## src/pkg/sideband_cmd_pkg.sv

```systemverilog
// Package: constants and types for the sideband command responder
package sideband_cmd_pkg;

  localparam int TAG_W        = 8;
  localparam int TYPE_W       = 8;
  localparam int CODE_W       = 16;
  localparam int DATA_W       = 32;
  localparam int CLOCK_HZ     = 20_000_000;

  localparam logic [TAG_W-1:0]  TAG_NOTICE    = 8'h00;
  localparam logic [CODE_W-1:0] RESP_OK       = 16'h0000;
  localparam logic [CODE_W-1:0] RESP_FAILED   = 16'h0001;
  localparam logic [CODE_W-1:0] RESP_UNAVAIL  = 16'h0002;
  localparam logic [CODE_W-1:0] RESP_UNSUPP   = 16'h0003;
  localparam logic [CODE_W-1:0] RESP_DELAYED  = 16'h0004;
  localparam logic [CODE_W-1:0] REASON_NONE   = 16'h0000;
  localparam logic [CODE_W-1:0] REASON_UNKNOWN = 16'h7FFF;
  localparam logic [CODE_W-1:0] REASON_DELAYED = 16'h0010;
  localparam logic [CODE_W-1:0] REASON_NO_CMD  = 16'h0011;
  localparam logic [CODE_W-1:0] REASON_TIMEOUT = 16'h0012;

  localparam logic [TYPE_W-1:0] CMD_CLEAR_INIT  = 8'h00;
  localparam logic [TYPE_W-1:0] CMD_LINK_STATUS = 8'h0A;
  localparam logic [TYPE_W-1:0] CMD_MAX_STD     = 8'h60;
  localparam logic [TYPE_W-1:0] CMD_VENDOR      = 8'h50;

  // Intervals in milliseconds; counts follow from the clock rate
  localparam int NORMAL_EXEC_MS       = 50;
  localparam int ASYNC_NOT_READY_MS   = 2000;
  localparam int DELAYED_LIMIT_MS     = 60000;
  localparam int NORMAL_EXEC_CYC      = NORMAL_EXEC_MS * (CLOCK_HZ / 1000);
  localparam int ASYNC_NOT_READY_CYC  = ASYNC_NOT_READY_MS * (CLOCK_HZ / 1000);
  localparam longint DELAYED_LIMIT_CYC = longint'(DELAYED_LIMIT_MS) * longint'(CLOCK_HZ / 1000);
  localparam logic [15:0] POLL_HINT_MS = 16'h0064;

  typedef enum logic [3:0] {
    ST_IDLE    = 4'b0001,
    ST_EXEC    = 4'b0010,
    ST_RESPOND = 4'b0100,
    ST_POST    = 4'b1000
  } state_type;

endpackage : sideband_cmd_pkg

```

## src/rtl/interval_timer.sv

```systemverilog
// Down-counting deadline timer used for the command intervals
module interval_timer (
  clock,
  rst_n,
  load,
  stop,
  limit,
  expired,
  running
);
  input  wire logic        clock;
  input  wire logic        rst_n;
  input  wire logic        load;
  input  wire logic        stop;
  input  wire logic [31:0] limit;
  output logic             expired;
  output logic             running;

  logic [31:0] count;
  logic [31:0] next_count;
  logic        next_running;
  logic        next_expired;

  always_comb begin
    next_count   = count;
    next_running = running;
    next_expired = 1'b0;
    if (load) begin
      next_count   = limit;
      next_running = 1'b1;
    end else if (stop) begin
      next_running = 1'b0;
    end else if (running) begin
      if (count <= 32'h00000001) begin
        next_running = 1'b0;
        next_expired = 1'b1;
      end else begin
        next_count = count - 32'h00000001;
      end
    end
  end

  always_ff @(posedge clock or negedge rst_n) begin
    if (!rst_n) begin
      count   <= 32'h00000000;
      running <= 1'b0;
      expired <= 1'b0;
    end else begin
      count   <= next_count;
      running <= next_running;
      expired <= next_expired;
    end
  end

endmodule : interval_timer

```

## src/rtl/sideband_cmd_responder.sv

```systemverilog
// Command acceptance, retry, poll and response logic of one sideband channel
module sideband_cmd_responder
  import sideband_cmd_pkg::*;
#(
  parameter int unsigned normal_exec_cycles     = NORMAL_EXEC_CYC,
  parameter int unsigned async_not_ready_cycles = ASYNC_NOT_READY_CYC,
  parameter int unsigned delayed_limit_cycles   = 32'(DELAYED_LIMIT_CYC)
) (
  input  wire logic                   clock,
  input  wire logic                   rst_n,
  input  wire logic                   cmd_valid,
  output logic                        cmd_ready,
  input  wire logic [TAG_W-1:0]       cmd_tag,
  input  wire logic [TYPE_W-1:0]      cmd_type,
  input  wire logic                   cmd_poll,
  input  wire logic [DATA_W-1:0]      cmd_data,
  input  wire logic                   cmd_supported,
  input  wire logic                   cmd_early_ok,
  output logic                        op_start,
  output logic [TYPE_W-1:0]           op_type,
  output logic [DATA_W-1:0]           op_data,
  input  wire logic                   op_busy_other,
  input  wire logic                   op_done,
  input  wire logic                   op_fail,
  input  wire logic [DATA_W-1:0]      op_result,
  input  wire logic [DATA_W-1:0]      link_status,
  output logic                        resp_valid,
  input  wire logic                   resp_ready,
  output logic [TAG_W-1:0]            resp_tag,
  output logic [TYPE_W-1:0]           resp_type,
  output logic [CODE_W-1:0]           resp_code,
  output logic [CODE_W-1:0]           resp_reason,
  output logic [DATA_W-1:0]           resp_data,
  output logic [15:0]                 resp_poll_hint,
  input  wire logic                   event_valid,
  input  wire logic [CODE_W-1:0]      event_code,
  output logic                        notice_valid,
  input  wire logic                   notice_ready,
  output logic [TAG_W-1:0]            notice_tag,
  output logic [CODE_W-1:0]           notice_code,
  output logic                        initial_state,
  input  wire logic                   clear_initial
);

  // ==========================================================
  // Command classification
  // ==========================================================
  function automatic logic type_known(input logic [TYPE_W-1:0] t, input logic sup);
    type_known = sup && ((t < CMD_MAX_STD) || (t == CMD_VENDOR));
  endfunction : type_known

  state_type          state;
  state_type          next_state;
  logic               tag_valid;
  logic               next_tag_valid;
  logic [TAG_W-1:0]   last_tag;
  logic [TAG_W-1:0]   next_last_tag;
  logic [TYPE_W-1:0]  last_type;
  logic [TYPE_W-1:0]  next_last_type;
  logic               delayed_mode;
  logic               next_delayed_mode;
  logic               early_sent;
  logic               next_early_sent;
  logic               next_initial_state;
  logic [TAG_W-1:0]   next_resp_tag;
  logic [TYPE_W-1:0]  next_resp_type;
  logic [CODE_W-1:0]  next_resp_code;
  logic [CODE_W-1:0]  next_resp_reason;
  logic [DATA_W-1:0]  next_resp_data;
  logic [15:0]        next_poll_hint;
  logic               next_resp_valid;
  logic               next_op_start;
  logic [TYPE_W-1:0]  next_op_type;
  logic [DATA_W-1:0]  next_op_data;
  logic               timer_load;
  logic               timer_stop;
  logic [31:0]        timer_limit;
  logic               timer_expired;
  logic               timer_running;

  logic is_retry;
  logic is_poll;
  logic take;

  assign is_retry = tag_valid && (cmd_tag == last_tag) && !cmd_poll;
  assign is_poll  = tag_valid && (cmd_tag == last_tag) && cmd_poll;
  // Retries, polls and link-status queries are taken even while busy
  assign cmd_ready = !resp_valid && (state == ST_IDLE || state == ST_POST || is_poll || is_retry
                     || cmd_type == CMD_LINK_STATUS);
  assign take = cmd_valid && cmd_ready;

  interval_timer u_timer (
    .clock   (clock),
    .rst_n   (rst_n),
    .load    (timer_load),
    .stop    (timer_stop),
    .limit   (timer_limit),
    .expired (timer_expired),
    .running (timer_running)
  );

  // ==========================================================
  // Next-state logic
  // ==========================================================
  always_comb begin
    next_state         = state;
    next_tag_valid     = tag_valid;
    next_last_tag      = last_tag;
    next_last_type     = last_type;
    next_delayed_mode  = delayed_mode;
    next_early_sent    = early_sent;
    next_initial_state = initial_state;
    next_resp_tag      = resp_tag;
    next_resp_type     = resp_type;
    next_resp_code     = resp_code;
    next_resp_reason   = resp_reason;
    next_resp_data     = resp_data;
    next_poll_hint     = resp_poll_hint;
    next_resp_valid    = resp_valid && !resp_ready;
    next_op_start      = 1'b0;
    next_op_type       = op_type;
    next_op_data       = op_data;
    timer_load         = 1'b0;
    timer_stop         = 1'b0;
    timer_limit        = normal_exec_cycles;

    if (clear_initial) begin
      next_initial_state = 1'b0;
    end

    case (state)
      ST_IDLE, ST_POST: begin
        if (take) begin
          next_resp_valid = 1'b1;
          next_resp_tag   = cmd_tag;
          next_resp_type  = cmd_type;
          if (is_retry) begin
            // Stored response is replayed untouched
          end else if (is_poll) begin
            if (state == ST_POST || !delayed_mode) begin
              next_resp_code   = RESP_FAILED;
              next_resp_reason = REASON_NO_CMD;
            end
          end else if (cmd_type == CMD_LINK_STATUS) begin
            next_tag_valid   = 1'b1;
            next_last_tag    = cmd_tag;
            next_last_type   = cmd_type;
            next_resp_code   = RESP_OK;
            next_resp_reason = REASON_NONE;
            next_resp_data   = link_status;
          end else if (!type_known(cmd_type, cmd_supported)) begin
            next_tag_valid   = 1'b1;
            next_last_tag    = cmd_tag;
            next_last_type   = cmd_type;
            next_resp_code   = RESP_UNSUPP;
            next_resp_reason = REASON_UNKNOWN;
          end else if (op_busy_other || state == ST_POST) begin
            // Previous early-answered action still running keeps order
            next_tag_valid   = 1'b1;
            next_last_tag    = cmd_tag;
            next_last_type   = cmd_type;
            next_resp_code   = RESP_UNAVAIL;
            next_resp_reason = REASON_NONE;
          end else begin
            next_tag_valid    = 1'b1;
            next_last_tag     = cmd_tag;
            next_last_type    = cmd_type;
            next_op_start     = 1'b1;
            next_op_type      = cmd_type;
            next_op_data      = cmd_data;
            next_delayed_mode = 1'b0;
            timer_load        = 1'b1;
            if (cmd_early_ok) begin
              // Answer now, action completes afterwards
              next_resp_code   = RESP_OK;
              next_resp_reason = REASON_NONE;
              next_resp_data   = op_result;
              next_early_sent  = 1'b1;
              timer_limit      = async_not_ready_cycles;
              next_state       = ST_POST;
            end else begin
              next_resp_valid = 1'b0;
              next_early_sent = 1'b0;
              next_state      = ST_EXEC;
            end
          end
        end else if (state == ST_POST && (op_done || op_fail || timer_expired)) begin
          timer_stop = 1'b1;
          next_state = ST_IDLE;
          if (op_fail || timer_expired) begin
            next_initial_state = 1'b1;
            next_tag_valid     = 1'b0;
          end
        end
      end
      ST_EXEC: begin
        if (take && is_poll) begin
          next_resp_valid  = 1'b1;
          next_resp_tag    = cmd_tag;
          next_resp_type   = last_type;
          next_resp_code   = RESP_DELAYED;
          next_resp_reason = REASON_DELAYED;
          next_poll_hint   = POLL_HINT_MS;
        end else if (take) begin
          next_resp_valid  = 1'b1;
          next_resp_tag    = cmd_tag;
          next_resp_type   = cmd_type;
          if (cmd_type == CMD_LINK_STATUS) begin
            next_resp_code   = RESP_OK;
            next_resp_reason = REASON_NONE;
            next_resp_data   = link_status;
          end else begin
            next_resp_code   = RESP_UNAVAIL;
            next_resp_reason = REASON_NONE;
          end
        end else if (op_done || op_fail) begin
          timer_stop     = 1'b1;
          next_resp_data = op_result;
          next_resp_code = op_fail ? RESP_FAILED : RESP_OK;
          next_resp_reason = REASON_NONE;
          next_resp_tag  = last_tag;
          next_resp_type = last_type;
          // After a delayed answer the result waits for the poll
          next_resp_valid = !delayed_mode;
          next_state     = ST_IDLE;
        end else if (timer_expired && !delayed_mode) begin
          next_delayed_mode = 1'b1;
          timer_load        = 1'b1;
          timer_limit       = delayed_limit_cycles;
          next_resp_valid   = 1'b1;
          next_resp_tag     = last_tag;
          next_resp_type    = last_type;
          next_resp_code    = RESP_DELAYED;
          next_resp_reason  = REASON_DELAYED;
          next_poll_hint    = POLL_HINT_MS;
        end else if (timer_expired) begin
          next_resp_code     = RESP_FAILED;
          next_resp_reason   = REASON_TIMEOUT;
          next_initial_state = 1'b1;
          next_tag_valid     = 1'b0;
          next_delayed_mode  = 1'b0;
          next_state         = ST_IDLE;
        end
      end
      default: begin
        next_state = ST_IDLE;
      end
    endcase

    // Storage of resp_* is the held copy for retries
    if (initial_state && !clear_initial) begin
      next_tag_valid = 1'b0;
    end
  end

  // ==========================================================
  // Registers
  // ==========================================================
  always_ff @(posedge clock or negedge rst_n) begin
    if (!rst_n) begin
      state          <= ST_IDLE;
      tag_valid      <= 1'b0;
      last_tag       <= 8'h00;
      last_type      <= 8'h00;
      delayed_mode   <= 1'b0;
      early_sent     <= 1'b0;
      initial_state  <= 1'b1;
      resp_valid     <= 1'b0;
      resp_tag       <= 8'h00;
      resp_type      <= 8'h00;
      resp_code      <= 16'h0000;
      resp_reason    <= 16'h0000;
      resp_data      <= 32'h00000000;
      resp_poll_hint <= 16'h0000;
      op_start       <= 1'b0;
      op_type        <= 8'h00;
      op_data        <= 32'h00000000;
    end else begin
      state          <= next_state;
      tag_valid      <= next_tag_valid;
      last_tag       <= next_last_tag;
      last_type      <= next_last_type;
      delayed_mode   <= next_delayed_mode;
      early_sent     <= next_early_sent;
      initial_state  <= next_initial_state;
      resp_valid     <= next_resp_valid;
      resp_tag       <= next_resp_tag;
      resp_type      <= next_resp_type;
      resp_code      <= next_resp_code;
      resp_reason    <= next_resp_reason;
      resp_data      <= next_resp_data;
      resp_poll_hint <= next_poll_hint;
      op_start       <= next_op_start;
      op_type        <= next_op_type;
      op_data        <= next_op_data;
    end
  end

  // ==========================================================
  // Event notices, independent of responses
  // ==========================================================
  logic              next_notice_valid;
  logic [CODE_W-1:0] next_notice_code;

  always_comb begin
    next_notice_valid = notice_valid && !notice_ready;
    next_notice_code  = notice_code;
    // No ordering against responses is kept
    if (event_valid && !next_notice_valid) begin
      next_notice_valid = 1'b1;
      next_notice_code  = event_code;
    end
  end

  assign notice_tag = TAG_NOTICE;

  always_ff @(posedge clock or negedge rst_n) begin
    if (!rst_n) begin
      notice_valid <= 1'b0;
      notice_code  <= 16'h0000;
    end else begin
      notice_valid <= next_notice_valid;
      notice_code  <= next_notice_code;
    end
  end

endmodule : sideband_cmd_responder

```

## config.mk

```make
export PLATFORM = sky130hd
export DESIGN_NAME = sideband_cmd_responder
export DESIGN_NICKNAME = d
export VERILOG_FILES = /design/src/pkg/sideband_cmd_pkg.sv /design/src/rtl/interval_timer.sv /design/src/rtl/sideband_cmd_responder.sv
export SDC_FILE = /design/constraint.sdc
export NUM_CORES = 1
export LEC_CHECK = 0
export BUFFER_PORTS_ARGS = -buffer_cell sky130_fd_sc_hd__buf_2
export CAP_MARGIN = 20
export CORE_UTILIZATION = 50
export DETAILED_ROUTE_END_ITERATION = 6
export PLACE_DENSITY = 0.81
export SLEW_MARGIN = 20
export SYNTH_ARGS = -nofsm -noshare
export SYNTH_HDL_FRONTEND = slang
export SYNTH_SLANG_ARGS = --single-unit
```

## constraint.sdc

```tcl
create_clock -name clock -period 3.45 [get_ports clock]
set_clock_uncertainty 0.2 [all_clocks]
set_input_delay 0.69 -clock clock [delete_from_list [all_inputs] [get_ports clock]]
set_output_delay 0.69 -clock clock [all_outputs]
set_load 0.02 [all_outputs]
```

# == Word level (Yosys, flattened, before mapping) ==
# Cells that the tools add are included.
# word_totals
ff_bits,212
in_bits,141
output_inout_bits,165
wordCells,278
# classes
addsub,1
n_lt_le_gt_ge,2
eq_ne,46
n_mux,159
bitwise,4
reduce_logical,45
# ops
operator,count
2-to-1 mux 32 bit,15
2-to-1 mux 16 bit,29
2-to-1 mux 26 bit,7
2-to-1 mux 31 bit,4
2-to-1 mux 8 bit,10
2-to-1 mux 1 bit,67
one-hot mux 16 bit (2 select lines),2
one-hot mux 32 bit (2 select lines),1
one-hot mux 31 bit (2 select lines),1
2-to-1 mux 4 bit,13
"!= test 3 bit, second input constant",17
"less-or-equal comparator 32 x 1 -> 1 bit, second input constant",1
one-hot mux 8 bit (2 select lines),2
"subtractor 32 x 1 -> 32 bit, second input constant",1
AND reduction 10 bit,3
"!= test 2 bit, second input constant",11
"!= test 4 bit, second input constant",4
logical AND 1 bit,13
one-hot mux 1 bit (2 select lines),6
AND reduction 11 bit,1
logical OR 1 bit,10
"!= test 3 x 2 -> 1 bit, second input constant",3
"== test 8 x 4 -> 1 bit, second input constant",1
"== test 8 x 7 -> 1 bit, second input constant",1
20 further kinds,34

# == Depth between registers and ports, before layout ==
# Gate-level depths: netlist of the first run.
# depth
depth_word,13
ltp_mapped,11
depth_no_buf,9

# == Modules after synthesis ==
# From an unflattened synthesis of the first run, not the netlist that was laid out.
# hier_totals
hier_cells,789
hier_area_um2,9018.6
# modules_own_cells
mod,n_inst,cells_each,area_per_inst_um2,seq_area_each_um2
sideband_cmd_responder,1,547,6892.9,3430.8
interval_timer,1,242,2125.8,850.8

# == Worst setup path before layout of the first run ==
# Ideal clock, no wire load.
# synth_timing
path_type,in2reg
start,input port cmd_tag[0]
end,register u_timer.count[23]
setup_time_ns,0.150
arrival_ns,2.568
required_time_ns,3.100
slack_ns,0.532
cell_stages,8
n_path_buf,1
cell_sequence,xor2_1 or3_1 or4_1 a21oi_2 buf_6 nand3_1 o311ai_1 o311ai_0
# synth_between
elab_chain_len,13
elab_cells_between_ends,31
classes_between,eq/ne (3); mux (17); reduce/logical (11)
# synth_lines
item,line,rtl
start: declaration,sideband_cmd_responder.sv:13,"input wire logic [TAG_W-1:0] cmd_tag,"
== test 8 bit (*),"sideband_cmd_responder.sv:85, sideband_cmd_responder.sv:86",
logical AND 1 bit (*),"sideband_cmd_responder.sv:85, sideband_cmd_responder.sv:86",
logical AND 1 bit,sideband_cmd_responder.sv:86,assign is_poll = tag_valid && (cmd_tag == last_tag) && cmd_poll;
logical OR 1 bit (2 in series),sideband_cmd_responder.sv:88,assign cmd_ready = !resp_valid && (state == ST_IDLE || state == ST_POST || is_poll || is_retry
logical OR 1 bit,sideband_cmd_responder.sv:89,|| cmd_type == CMD_LINK_STATUS);
logical AND 1 bit,sideband_cmd_responder.sv:88,
logical AND 1 bit,sideband_cmd_responder.sv:90,assign take = cmd_valid && cmd_ready;
2-to-1 mux 1 bit / logical AND 1 bit (equally long branches),"sideband_cmd_responder.sv:204, sideband_cmd_responder.sv:197",
2-to-1 mux 1 bit,sideband_cmd_responder.sv:197,if (take && is_poll) begin
one-hot mux 1 bit (2 select lines),sideband_cmd_responder.sv:131,case (state)
!= test 2 bit (no source line) / nonzero test 2 bit (equally long branches),--,
AND reduction 3 bit (no source line),--,
end signal: assignment,interval_timer.sv:49,count <= next_count;
end: declaration,interval_timer.sv:19,logic [31:0] count;
# Mark *: on every way between the ends. The rest lies on a longest branch, timed or not.
# A chain may end at the register's enable or synchronous reset.

# == Worst setup path after layout of the first run ==
# layout_timing
start,input port cmd_type[4]
end,output port cmd_ready
# layout_between
elab_chain_len,3
# layout_lines
item,line,rtl
start: declaration,sideband_cmd_responder.sv:14,"input wire logic [TYPE_W-1:0] cmd_type,"
== test 8 x 4 -> 1 bit,sideband_cmd_responder.sv:89,
logical OR 1 bit,sideband_cmd_responder.sv:89,
logical AND 1 bit,sideband_cmd_responder.sv:88,
end: declaration,sideband_cmd_responder.sv:12,"output logic cmd_ready,"
# Every way passes these cells.

==> results of run 1 <==
==> cell usage after synthesis (all sizes together) (11+ instances only) <==
| cell | count | area (µm²) |
|---|---|---|
| nand2 | 190 | 713 |
| dfrtp | 169 | 4230 |
| o21ai | 71 | 355 |
| buf | 66 | 464 |
| mux2i | 50 | 500 |
| nor2 | 40 | 150 |
| mux2 | 39 | 439 |
| xor2 | 28 | 245 |
| clkbuf | 24 | 90.1 |
| nand3 | 16 | 80.1 |
| a21oi | 15 | 78.8 |
| nor4 | 12 | 90.1 |
| inv | 11 | 41.3 |
==> per-layer routing <==
metal  global-route usage [%]  vias up  share of wire (%)
met3                     5.83       49                6.8
met5                        0        -                  0
met2                     40.0      299                 47
li1                         -     3302                  -
met4                     12.6        0                3.6
met1                     32.0     3205                 43
==> registers in the layout, summed over array words and instances (netlist names) <==
| register | flops |
|---|---|
| resp_type | 8 |
| u_timer.expired | 1 |
| notice_valid | 1 |
| u_timer.running | 1 |
| resp_valid | 1 |
| resp_code | 3 |
| notice_code | 16 |
| resp_poll_hint | 1 |
| op_data | 32 |
| op_type | 8 |
| resp_tag | 8 |
| resp_reason | 4 |
| last_tag | 8 |
| op_start | 1 |
| tag_valid | 1 |
| state | 3 |
| delayed_mode | 1 |
| resp_data | 32 |
| u_timer.count | 32 |
| last_type | 8 |
| initial_state | 1 |
==> through the flow <==
stage          instances  util (%)  hold WS (ns)  cell area, µm²
6_report            1334      64.7        0.0183           10400
3_3_place_gp        1301      61.3         0.254            9850
2_1_floorplan        874         -         0.194            8470
3_5_place_dp        1301      61.3         0.258            9850
5_1_grt             1333      64.7        0.0501           10400
4_1_cts             1333      64.7        0.0312           10400
==> power by group <==
group          switching (µW)  leakage, µW  internal (µW)  total (µW)
Clock                     841     0.000260            934        1770
Sequential                552      0.00211           2830        3380
Combinational            2200      0.00308           1310        3510
==> cells by family (layout without fill, tap and decap cells) <==
family                     Yosys count  after routing  synth area share [%]
buffers and inverters              101            344                  7.14
other                                1             36                0.0449
adders and majority gates            2              2                 0.300
xor gates and xnor gates            36             36                  3.78
and+or+nand+nor                    327            327                  18.1
AOI/OAI and AO/OA                  113            113                  8.07
muxes                               89             89                  11.3
DFF                                171            171                  51.3
==> final timing paths <==
path / to / slack, ns / cells past startpoint
max: cmd_ready / 0.33 / 6
min: notice_code[7] / 0.02 / 1
max reg2reg: resp_type[2] / 0.41 / 7
min reg2reg: op_data[29] / 0.27 / 2
max in group asynchronous: op_data[9] / 2.26 / 2
min in group clock: op_data[25] / 0.24 / 3
==> cell type report <==
type                    instances  share of cell area (%)
flip-flops and latches        171                    41.2
multi-input cells             602                    34.9
inverters                      11                   0.397
repair buffers                301                    15.7
diodes                          1                  0.0241
clock inverters                14                    1.06
clock buffers                  18                    4.13
well taps                     216                    2.60
==> qor.yml, run 1 <==
logic_synthesis:
  netlist_area_mm2: 0.00834
  async_flop_share_pct: 100
  synthFlopType: "dfrtp_1"
  synth_seq_cells: 171
  syn-instance-count: 840
  synth_seq_area_share_pct: 51.3
  synth.distinct_cells: 61
  yosys_warnings: 0
  synth_edf_count: 0
  avgSynthCellArea_um2: 9.93
sta:
  fin_crit_ns: 3.12
  hold_viol_final: 0
  period_share_pct: 90.4
  max_slew_margin_pct: 30.6
  setup_viol_count_final: 0
  worst_pin_slew_ns: 1.04
  setup_ws_ns: 0.331
  grt_setup_unrepaired: "no"
  slew_viol_final: 0
  finalSetupTns_ns: 0
  max_freq_mhz: 321
clock_network:
  cts_hold_buf: 0
  clkSlewWorstSetupHoldPaths_ns: 0.07
  insertion_delay_ns: 0.43
  ctsResizeCount: 0
  post_cts_buffers: 0
  clockRootBuffer: "clkbuf_16"
  cts_buffers: 17
  clock_sinks: 171
  cts_tree: "done"
  clockBufferDepth: 2
  cts_max_level: 4
run:
  cap_viol_max_count: 0
grt:
  grt-ovfl-total: 0
  antenna_found_initial: 0
  grt_max_degree: 68
  grt_pass1_vias: 6855
  grtUsageTotal_pct: 25.1
  grt_first_pass_wirelength_um: 34100
setup_path:
  worst-path-buf-inv: 2
  critPathLaunchType: "input port"
  crit_required_ns: 2.56
  r2r-start: "state[0]"
  crit_start: "cmd_type[4]"
  slowest_delay_ns: 0.57
  crit_chain: "buf_2 > or4_1 > o22ai_1 > a31oi_1 > nor2_1 > buf_2"
  cp_data_arrival_time_ns: 2.23
  cp_slowest_cell: "or4_1"
  path_class: "in -> out"
  path_max_fanout: 4
  critPathMostFrequentCell: "buf_2"
  critical-path-top-delay-family: "simple AND/OR/NAND/NOR gates"
  end_kind: "output port"
finish:
  synthToLayoutAreaGrowth_pct: 24.5
  drive_gt1_share_pct: 34.6
  seq_area_mm2: 0.00428
  fillCellCount: 1298
  num-nets-final: 1247
  layout_commonest_cell: "buf_2"
  final_cell_mix: "buf_2, nand2_1, dfrtp_1"
  multi_input_area_mm2: 0.00362
placement:
  routabilityCongestion: 0.933
  dp_hpwl_um: 15400
  portBuffers: 270
  place_ws_ns: 0.226
detailed_routing:
  postRouteAntennaNets: 0
  dr.pass1.iters: 5
  viasPerCell: 5.14
  vias: 6855
  drt-total-wl_um: 20800
  routedWlPerCell_um: 15.6
  drtIter0Drc: 413
  drcViolationCount: 0
floorplan:
  die_h_um: 131
  io_pins: 306
  start_util_pct: 52.0
  die_w_um: 131
  coreArea_mm2: 0.0161
  die-area_mm2: 0.0172
  std_cell_rows: 46
outcome:
  status: "finished, final reports clean"
pwr:
  leakagePower_uw: 0.00544
  p_per_area_mw_per_mm2: 834
  power_uw: 8670
  ir_drop_v: 0.000481
min_path:
  hold_path_class: "in -> async"
Power figures use the tool's default switching activity.
==> inputs of run 2 (changes only) <==
--- a/config.mk
+++ b/config.mk
@@ -5,12 +5,13 @@
 export SDC_FILE = /design/constraint.sdc
 export NUM_CORES = 1
 export LEC_CHECK = 0
-export BUFFER_PORTS_ARGS = -buffer_cell sky130_fd_sc_hd__buf_2
 export CAP_MARGIN = 20
 export CORE_UTILIZATION = 50
 export DETAILED_ROUTE_END_ITERATION = 6
-export PLACE_DENSITY = 0.81
+export DONT_BUFFER_PORTS = 1
+export PLACE_DENSITY = 0.65
 export SLEW_MARGIN = 20
 export SYNTH_ARGS = -nofsm -noshare
 export SYNTH_HDL_FRONTEND = slang
+export SYNTH_HIERARCHICAL = 1
 export SYNTH_SLANG_ARGS = --single-unit
==> qor.yml, run 2 <==
outcome:
  status: "complete, but fails checks"
  violations: "negative hold slack"
min_path:
  hold_path_class: "in -> async"
logic_synthesis:
  netlist_area_mm2: 0.00902  # +8.1%
  synth_seq_area_share_pct: 47.5  # -3.8 points
  synthFlopType: "dfrtp_1"
  async_flop_share_pct: 100  # unchanged
  yosys_warnings: 6  # +6
  synth_area_leaders: "dfrtp_1, mux2_4, mux2_2, buf_4, a31oi_1"
  synth.distinct_cells: 69  # +13%
  netlist_top_cells_count: "dfrtp_1, mux2_2, mux2_4"
  synth_edf_count: 0  # unchanged
  post-synth-top-count-cell: "dfrtp_1"
  synth_seq_cells: 171  # unchanged
  syn-instance-count: 789  # -6.1%
  yosys.area.top_type: "dfrtp_1"
  avgSynthCellArea_um2: 11.4  # +15%
  synth_largest_type_area_fraction_pct: 46.9  # -3.8 points
finish:
  layout_commonest_cell: "dfrtp_1"
  synthToLayoutAreaGrowth_pct: 9.06
  reg_top3: "op_data x32, resp_data x32, u_timer/count x32"
  final_cell_mix: "dfrtp_1, mux2_2, mux2_4"
  final_core_util_pct: 56.3  # -8.4 points
  drive_gt1_share_pct: 28.7  # -5.9 points
  fillCellCount: 1441  # +11%
  num-nets-final: 953  # -24%
sta:
  grt_setup_unrepaired: "no"
  setup_viol_count_final: 0  # unchanged
  fin_crit_ns: 3.19  # +0.0658 ns
  max_freq_mhz: 314  # -2.1%
  max_slew_margin_pct: 50.3  # +20 points
  slew_viol_final: 0  # unchanged
  period_share_pct: 92.3  # +1.9 points
  worst_pin_slew_ns: 0.739  # -0.303 ns
  holdWs_ns: -0.249  # -0.267 ns
  hold_viol_final: 170  # +170
grt:
  grt-ovfl-total: 0  # unchanged
  grt_first_pass_wirelength_um: 34900  # +2.4%
  grt_pass1_vias: 6151  # -10%
  grt_max_degree: 172  # +150%
  grtUsageTotal_pct: 25.1  # about the same
  antenna_found_initial: 4  # +4
setup_path:
  r2r-end: "u_timer/count[24]"
  r2r-start: "last_tag[2]"
  crit_start: "last_tag[2]"
  reg2reg_depth: 11  # +4
  regToRegSetupSlack_ns: 0.26  # -0.15 ns
  critPathLaunchType: "flip-flop"
  endpoint: "u_timer/count[24]"
  end_kind: "flip-flop"
  cp_data_arrival_time_ns: 3.26  # +1.03 ns
  path_max_fanout: 5  # +1
  crit_required_ns: 3.52  # +0.96 ns
  path_class: "reg -> reg"
floorplan:
  io_pins: 306  # unchanged
  coreArea_mm2: 0.0175  # +8.8%
  std_cell_rows: 48  # +4.3%
  die_w_um: 136  # +3.9%
  start_util_pct: 51.6  # -0.35 points
  die_h_um: 136  # +3.9%
  die-area_mm2: 0.0186  # +8.0%
detailed_routing:
  routedWlPerCell_um: 21.9  # +40%
  drt-total-wl_um: 23000  # +11%
  drcViolationCount: 0  # unchanged
  dr.pass1.iters: 5  # unchanged
  viasPerCell: 6.05  # +18%
  vias: 6357  # -7.3%
  drtIter0Drc: 460  # +11%
  postRouteAntennaNets: 0  # unchanged
pwr:
  p_per_area_mw_per_mm2: 884  # +6.0%
  power_uw: 8700  # +0.40%
  leakagePower_uw: 0.00414  # -24%
  ir_drop_v: 0.000532  # +11%
clock_network:
  clockRootBuffer: "clkbuf_16"
  clock_sinks: 171  # unchanged
  insertion_delay_ns: 0.43  # about the same
  clockBufferDepth: 2  # unchanged
  cts_max_level: 4  # unchanged
  cts_tree: "done"
  clkSlewWorstSetupHoldPaths_ns: 0.07  # about the same
  cts_buffers: 17  # unchanged
placement:
  portBuffers: 0  # -100%
  routabilityCongestion: 0.884  # -5.3%
  dp_hpwl_um: 17000  # +10%
run:
  cap_viol_max_count: 0  # unchanged
[run 2: cell types whose count changed after synthesis, sizes merged, moves of 7 or more]
cell and delta:
a21oi -7, clkbuf -9, mux2 +101, or3 +17
o31ai +8, a31oi +42, nor2 +19, mux2i -49
nand2 -145, or4 +10, o21ai -37, xor2 -23
[run 2: critical path, stage by stage (launching register included)]
cell,delay (ns)
dfrtp_1,0.41
xor2_1,0.18
nor3_2,0.30
nand4_1,0.19
nand2_1,0.14
nor3_1,0.08
nand2b_1,0.22
or3_1,0.43
a211o_1,0.34
buf_4,0.16
o41ai_1,0.24
a31oi_1,0.13
[run 2: layout make-up]
| class | instances | area [µm²] | share of cell area (%) |
|---|---|---|---|
| multi-input cells | 569 | 4310 | 43.8 |
| flip-flops and latches | 171 | 4280 | 43.5 |
| clock buffers | 18 | 429 | 4.36 |
| repair buffers | 39 | 330 | 3.36 |
| well taps | 225 | 282 | 2.86 |
| clock inverters | 13 | 153 | 1.55 |
| inverters | 12 | 45.0 | 0.458 |
| diodes | 3 | 7.51 | 0.0763 |
[run 2: worst min-delay path by stage]
stage                from            to  slack, ns  depth (start not counted)
detailed placement  rst_n   last_tag[4]       0.20                          0
finish              rst_n   last_tag[4]      -0.25                          0
global route        rst_n   last_tag[4]      -0.27                          0
CTS                 rst_n   last_tag[4]      -0.26                          0
floorplan           rst_n  delayed_mode       0.19                          0
global placement    rst_n   resp_tag[5]       0.20                          0
[run 2: kinds of logic after synthesis]
| family | count (synthesis) | synth area share (%) |
|---|---|---|
| adder cells (fa/ha/maj) | 2 | 0.277 |
| AO/OA/AOI/OAI | 129 | 9.71 |
| multiplexers | 141 | 20.1 |
| XOR/XNOR | 11 | 1.07 |
| buffers and inverters | 97 | 6.91 |
| flip-flops | 171 | 47.5 |
| AND/OR/NAND/NOR | 236 | 14.4 |
| other | 2 | 0.0833 |
[run 2: per-layer routing]
metal  wire (µm)  global-route usage [%]  vias to the layer above
met1        9220                    31.7                     3166
li1            -                       -                     2812
met3        2020                    7.31                       45
met2       11100                    39.5                      332
met5          18                       0                        -
met4         612                    11.4                        2
[run 2: per-stage QoR]
stage	setup WS, ns	cells	setup TNS [ns]	instance area [µm²]	hold WS [ns]
2_1_floorplan	0.0389	837	0	9210	0.194
3_3_place_gp	0.0543	1015	0	9240	0.197
3_5_place_dp	-0.00137	1015	-0.00137	9240	0.197
4_1_cts	0.181	1046	0	9820	-0.263
5_1_grt	0.0441	1049	0	9830	-0.274
6_report	0.265	1050	0	9840	-0.249
[run 2: repair_timing]
action | in CTS | in global routing
resized for setup | 0 | 0
endpoints found under the setup margin | 0 | 1
setup buffers | 0 | 1
endpoints found under the hold margin | 171 | 171
[run 2: report_power, final]
part	internal, µW	switching (µW)	total [µW]	leakage [µW]
Sequential	2880	1540	4420	0.00203
Clock	1080	822	1900	0.000281
Combinational	1260	1110	2370	0.00184
Total	5220	3480	8700	0.00414
==> inputs of run 3 (changes only) <==
--- a/config.mk
+++ b/config.mk
@@ -13,5 +13,4 @@
 export SLEW_MARGIN = 20
 export SYNTH_ARGS = -nofsm -noshare
 export SYNTH_HDL_FRONTEND = slang
-export SYNTH_HIERARCHICAL = 1
 export SYNTH_SLANG_ARGS = --single-unit
==> qor.yml, run 3 (synthesized netlist as in run 1, its figures left out) <==
outcome:
  status: "complete, but fails checks"
  violations: "negative hold slack"
floorplan:
  std_cell_rows: 46  # -4.2%
  die_h_um: 131  # -3.8%
  coreArea_mm2: 0.0161  # -8.1%
  die-area_mm2: 0.0172  # -7.4%
  die_w_um: 131  # -3.8%
  start_util_pct: 52.0  # +0.35 points
  io_pins: 306  # unchanged
placement:
  dp_hpwl_um: 14400  # -15%
  dpl-instance-area_mm2: 0.00841  # -9.0%
  dp_cells: 1024  # +0.89%
  routabilityCongestion: 0.930  # +5.2%
  portBuffers: 0  # unchanged
setup_path:
  reg2reg_depth: 8  # -3
  path_class: "reg -> reg"
  crit_required_ns: 3.52  # about the same
  regToRegSetupSlack_ns: 0.48  # +0.21 ns
  critPathLaunchType: "flip-flop"
  cp_data_arrival_time_ns: 3.05  # -0.21 ns
  end_kind: "flip-flop"
  path_max_fanout: 17  # +12
  r2r-end: "u_timer.count[6]"
  r2r-start: "u_timer.count[8]"
finish:
  drive_gt1_share_pct: 13.2  # -15 points
  final_cell_mix: "nand2_1, dfrtp_1, o21ai_0"
  synthToLayoutAreaGrowth_pct: 8.05
  fillCellCount: 1390  # -3.5%
  n_antenna_cell: 0  # -3
  layout_commonest_cell: "nand2_1"
  final_core_util_pct: 56.1  # -0.14 points
  design_area_mm2: 0.00901  # -8.3%
  multi_input_area_mm2: 0.00362  # -16%
  reg_top3: "op_data x32, resp_data x32, u_timer.count x32"
  seq_area_mm2: 0.00428  # unchanged
  layout.cells.non_filler: 1056  # +0.57%
  num-nets-final: 970  # +1.8%
sta:
  grt_setup_unrepaired: "no"
  fin_crit_ns: 2.97  # -0.211 ns
  setup_viol_count_final: 0  # unchanged
  hold_viol_final: 170  # unchanged
  finalSetupTns_ns: 0  # unchanged
  slew_viol_final: 0  # unchanged
  worst_pin_slew_ns: 1.14  # +0.405 ns
  period_share_pct: 86.2  # -6.1 points
  holdWs_ns: -0.229  # +0.0201 ns
  max_freq_mhz: 336  # +7.1%
  max_slew_margin_pct: 23.7  # -27 points
clock_network:
  clockBufferDepth: 2  # unchanged
  ctsResizeCount: 0  # unchanged
  cts_tree: "done"
  cts_max_level: 4  # unchanged
  insertion_delay_ns: 0.42  # about the same
  post_cts_buffers: 0  # unchanged
  clock_sinks: 171  # unchanged
  clockRootBuffer: "clkbuf_16"
  clkSlewWorstSetupHoldPaths_ns: 0.06  # about the same
  cts_buffers: 17  # unchanged
pwr:
  p_per_area_mw_per_mm2: 899  # +1.7%
  ir_drop_v: 0.000440  # -17%
  power_uw: 8110  # -6.8%
  leakagePower_uw: 0.00432  # +4.2%
detailed_routing:
  dr.pass1.iters: 5  # unchanged
  drcViolationCount: 0  # unchanged
  postRouteAntennaNets: 0  # unchanged
  routedWlPerCell_um: 18.8  # -14%
  drt-total-wl_um: 19900  # -14%
  drtIter0Drc: 370  # -20%
  vias: 5950  # -6.4%
  viasPerCell: 5.63  # -6.9%
grt:
  grt_max_degree: 172  # unchanged
  grt_pass1_vias: 6040  # -1.8%
  grt-ovfl-total: 0  # unchanged
  antenna_found_initial: 0  # -4
  grtUsageTotal_pct: 23.8  # -1.3 points
  grt_first_pass_wirelength_um: 32100  # -8.0%
min_path:
  hold_path_class: "in -> async"
run:
  cap_viol_max_count: 0  # unchanged
## run 3: cell types whose count changed in the layout (fill, tap and decap cells not counted), sizes merged, moves of 7 or more
cell / delta
nand2: +145
mux2: -101
mux2i: +49
a31oi: -42
o21ai: +37
xor2: +23
nor2: -19
or3: -17
buf: -15
conb: -15
or4: -10
o31ai: -8
a21oi: +7
## run 3: worst max-delay path by stage
| stage | startpoint | to | slack [ns] | cells after the start |
|---|---|---|---|---|
| finish | u_timer.count[8] | u_timer.count[6] | 0.48 | 8 |
| global route | u_timer.count[6] | u_timer.count[6] | 0.32 | 8 |
| CTS | u_timer.count[8] | u_timer.count[6] | 0.45 | 8 |
| detailed placement | cmd_tag[0] | u_timer.count[4] | 0.29 | 8 |
| global placement | cmd_type[0] | resp_reason[13] | 0.30 | 8 |
| floorplan | cmd_tag[0] | u_timer.count[23] | 0.53 | 8 |
## run 3: through the flow
step                      worst slack, ns  hold WS (ns)
after global routing                0.321        -0.255
final                               0.475        -0.229
after global placement              0.304         0.206
after detailed placement            0.291         0.205
after CTS                           0.453        -0.249
after floorplan                     0.532         0.194
## run 3: area by class of cell
cell class              instances  share of cell area [%]
inverters                      11                   0.458
clock inverters                13                    1.78
well taps                     216                    3.00
multi-input cells             602                    40.2
repair buffers                 24                    2.14
clock buffers                  19                    4.91
flip-flops and latches        171                    47.5
## run 3: worst max-delay path, stage by stage, from the launching register on
cell and delay (ns):
dfrtp_1 0.40, or4_4 0.56, or4_1 0.59, nor4_4 0.37
a21oi_2 0.09, buf_4 0.22, nand3b_1 0.12, xor2_1 0.17
a21oi_1 0.10
## run 3: power by group
part,total [µW],internal (µW),switching [µW]
clock network,1920,1110,819
registers,4330,2830,1500
logic,1850,815,1040
total,8110,4750,3360
## run 3: metal layers
metal / global-route usage, % / part of all wire, %
met5: 0 / 0
met4: 10.3 / 2.3
met3: 6.33 / 7.7
met2: 38.2 / 48
met1: 30.2 / 41
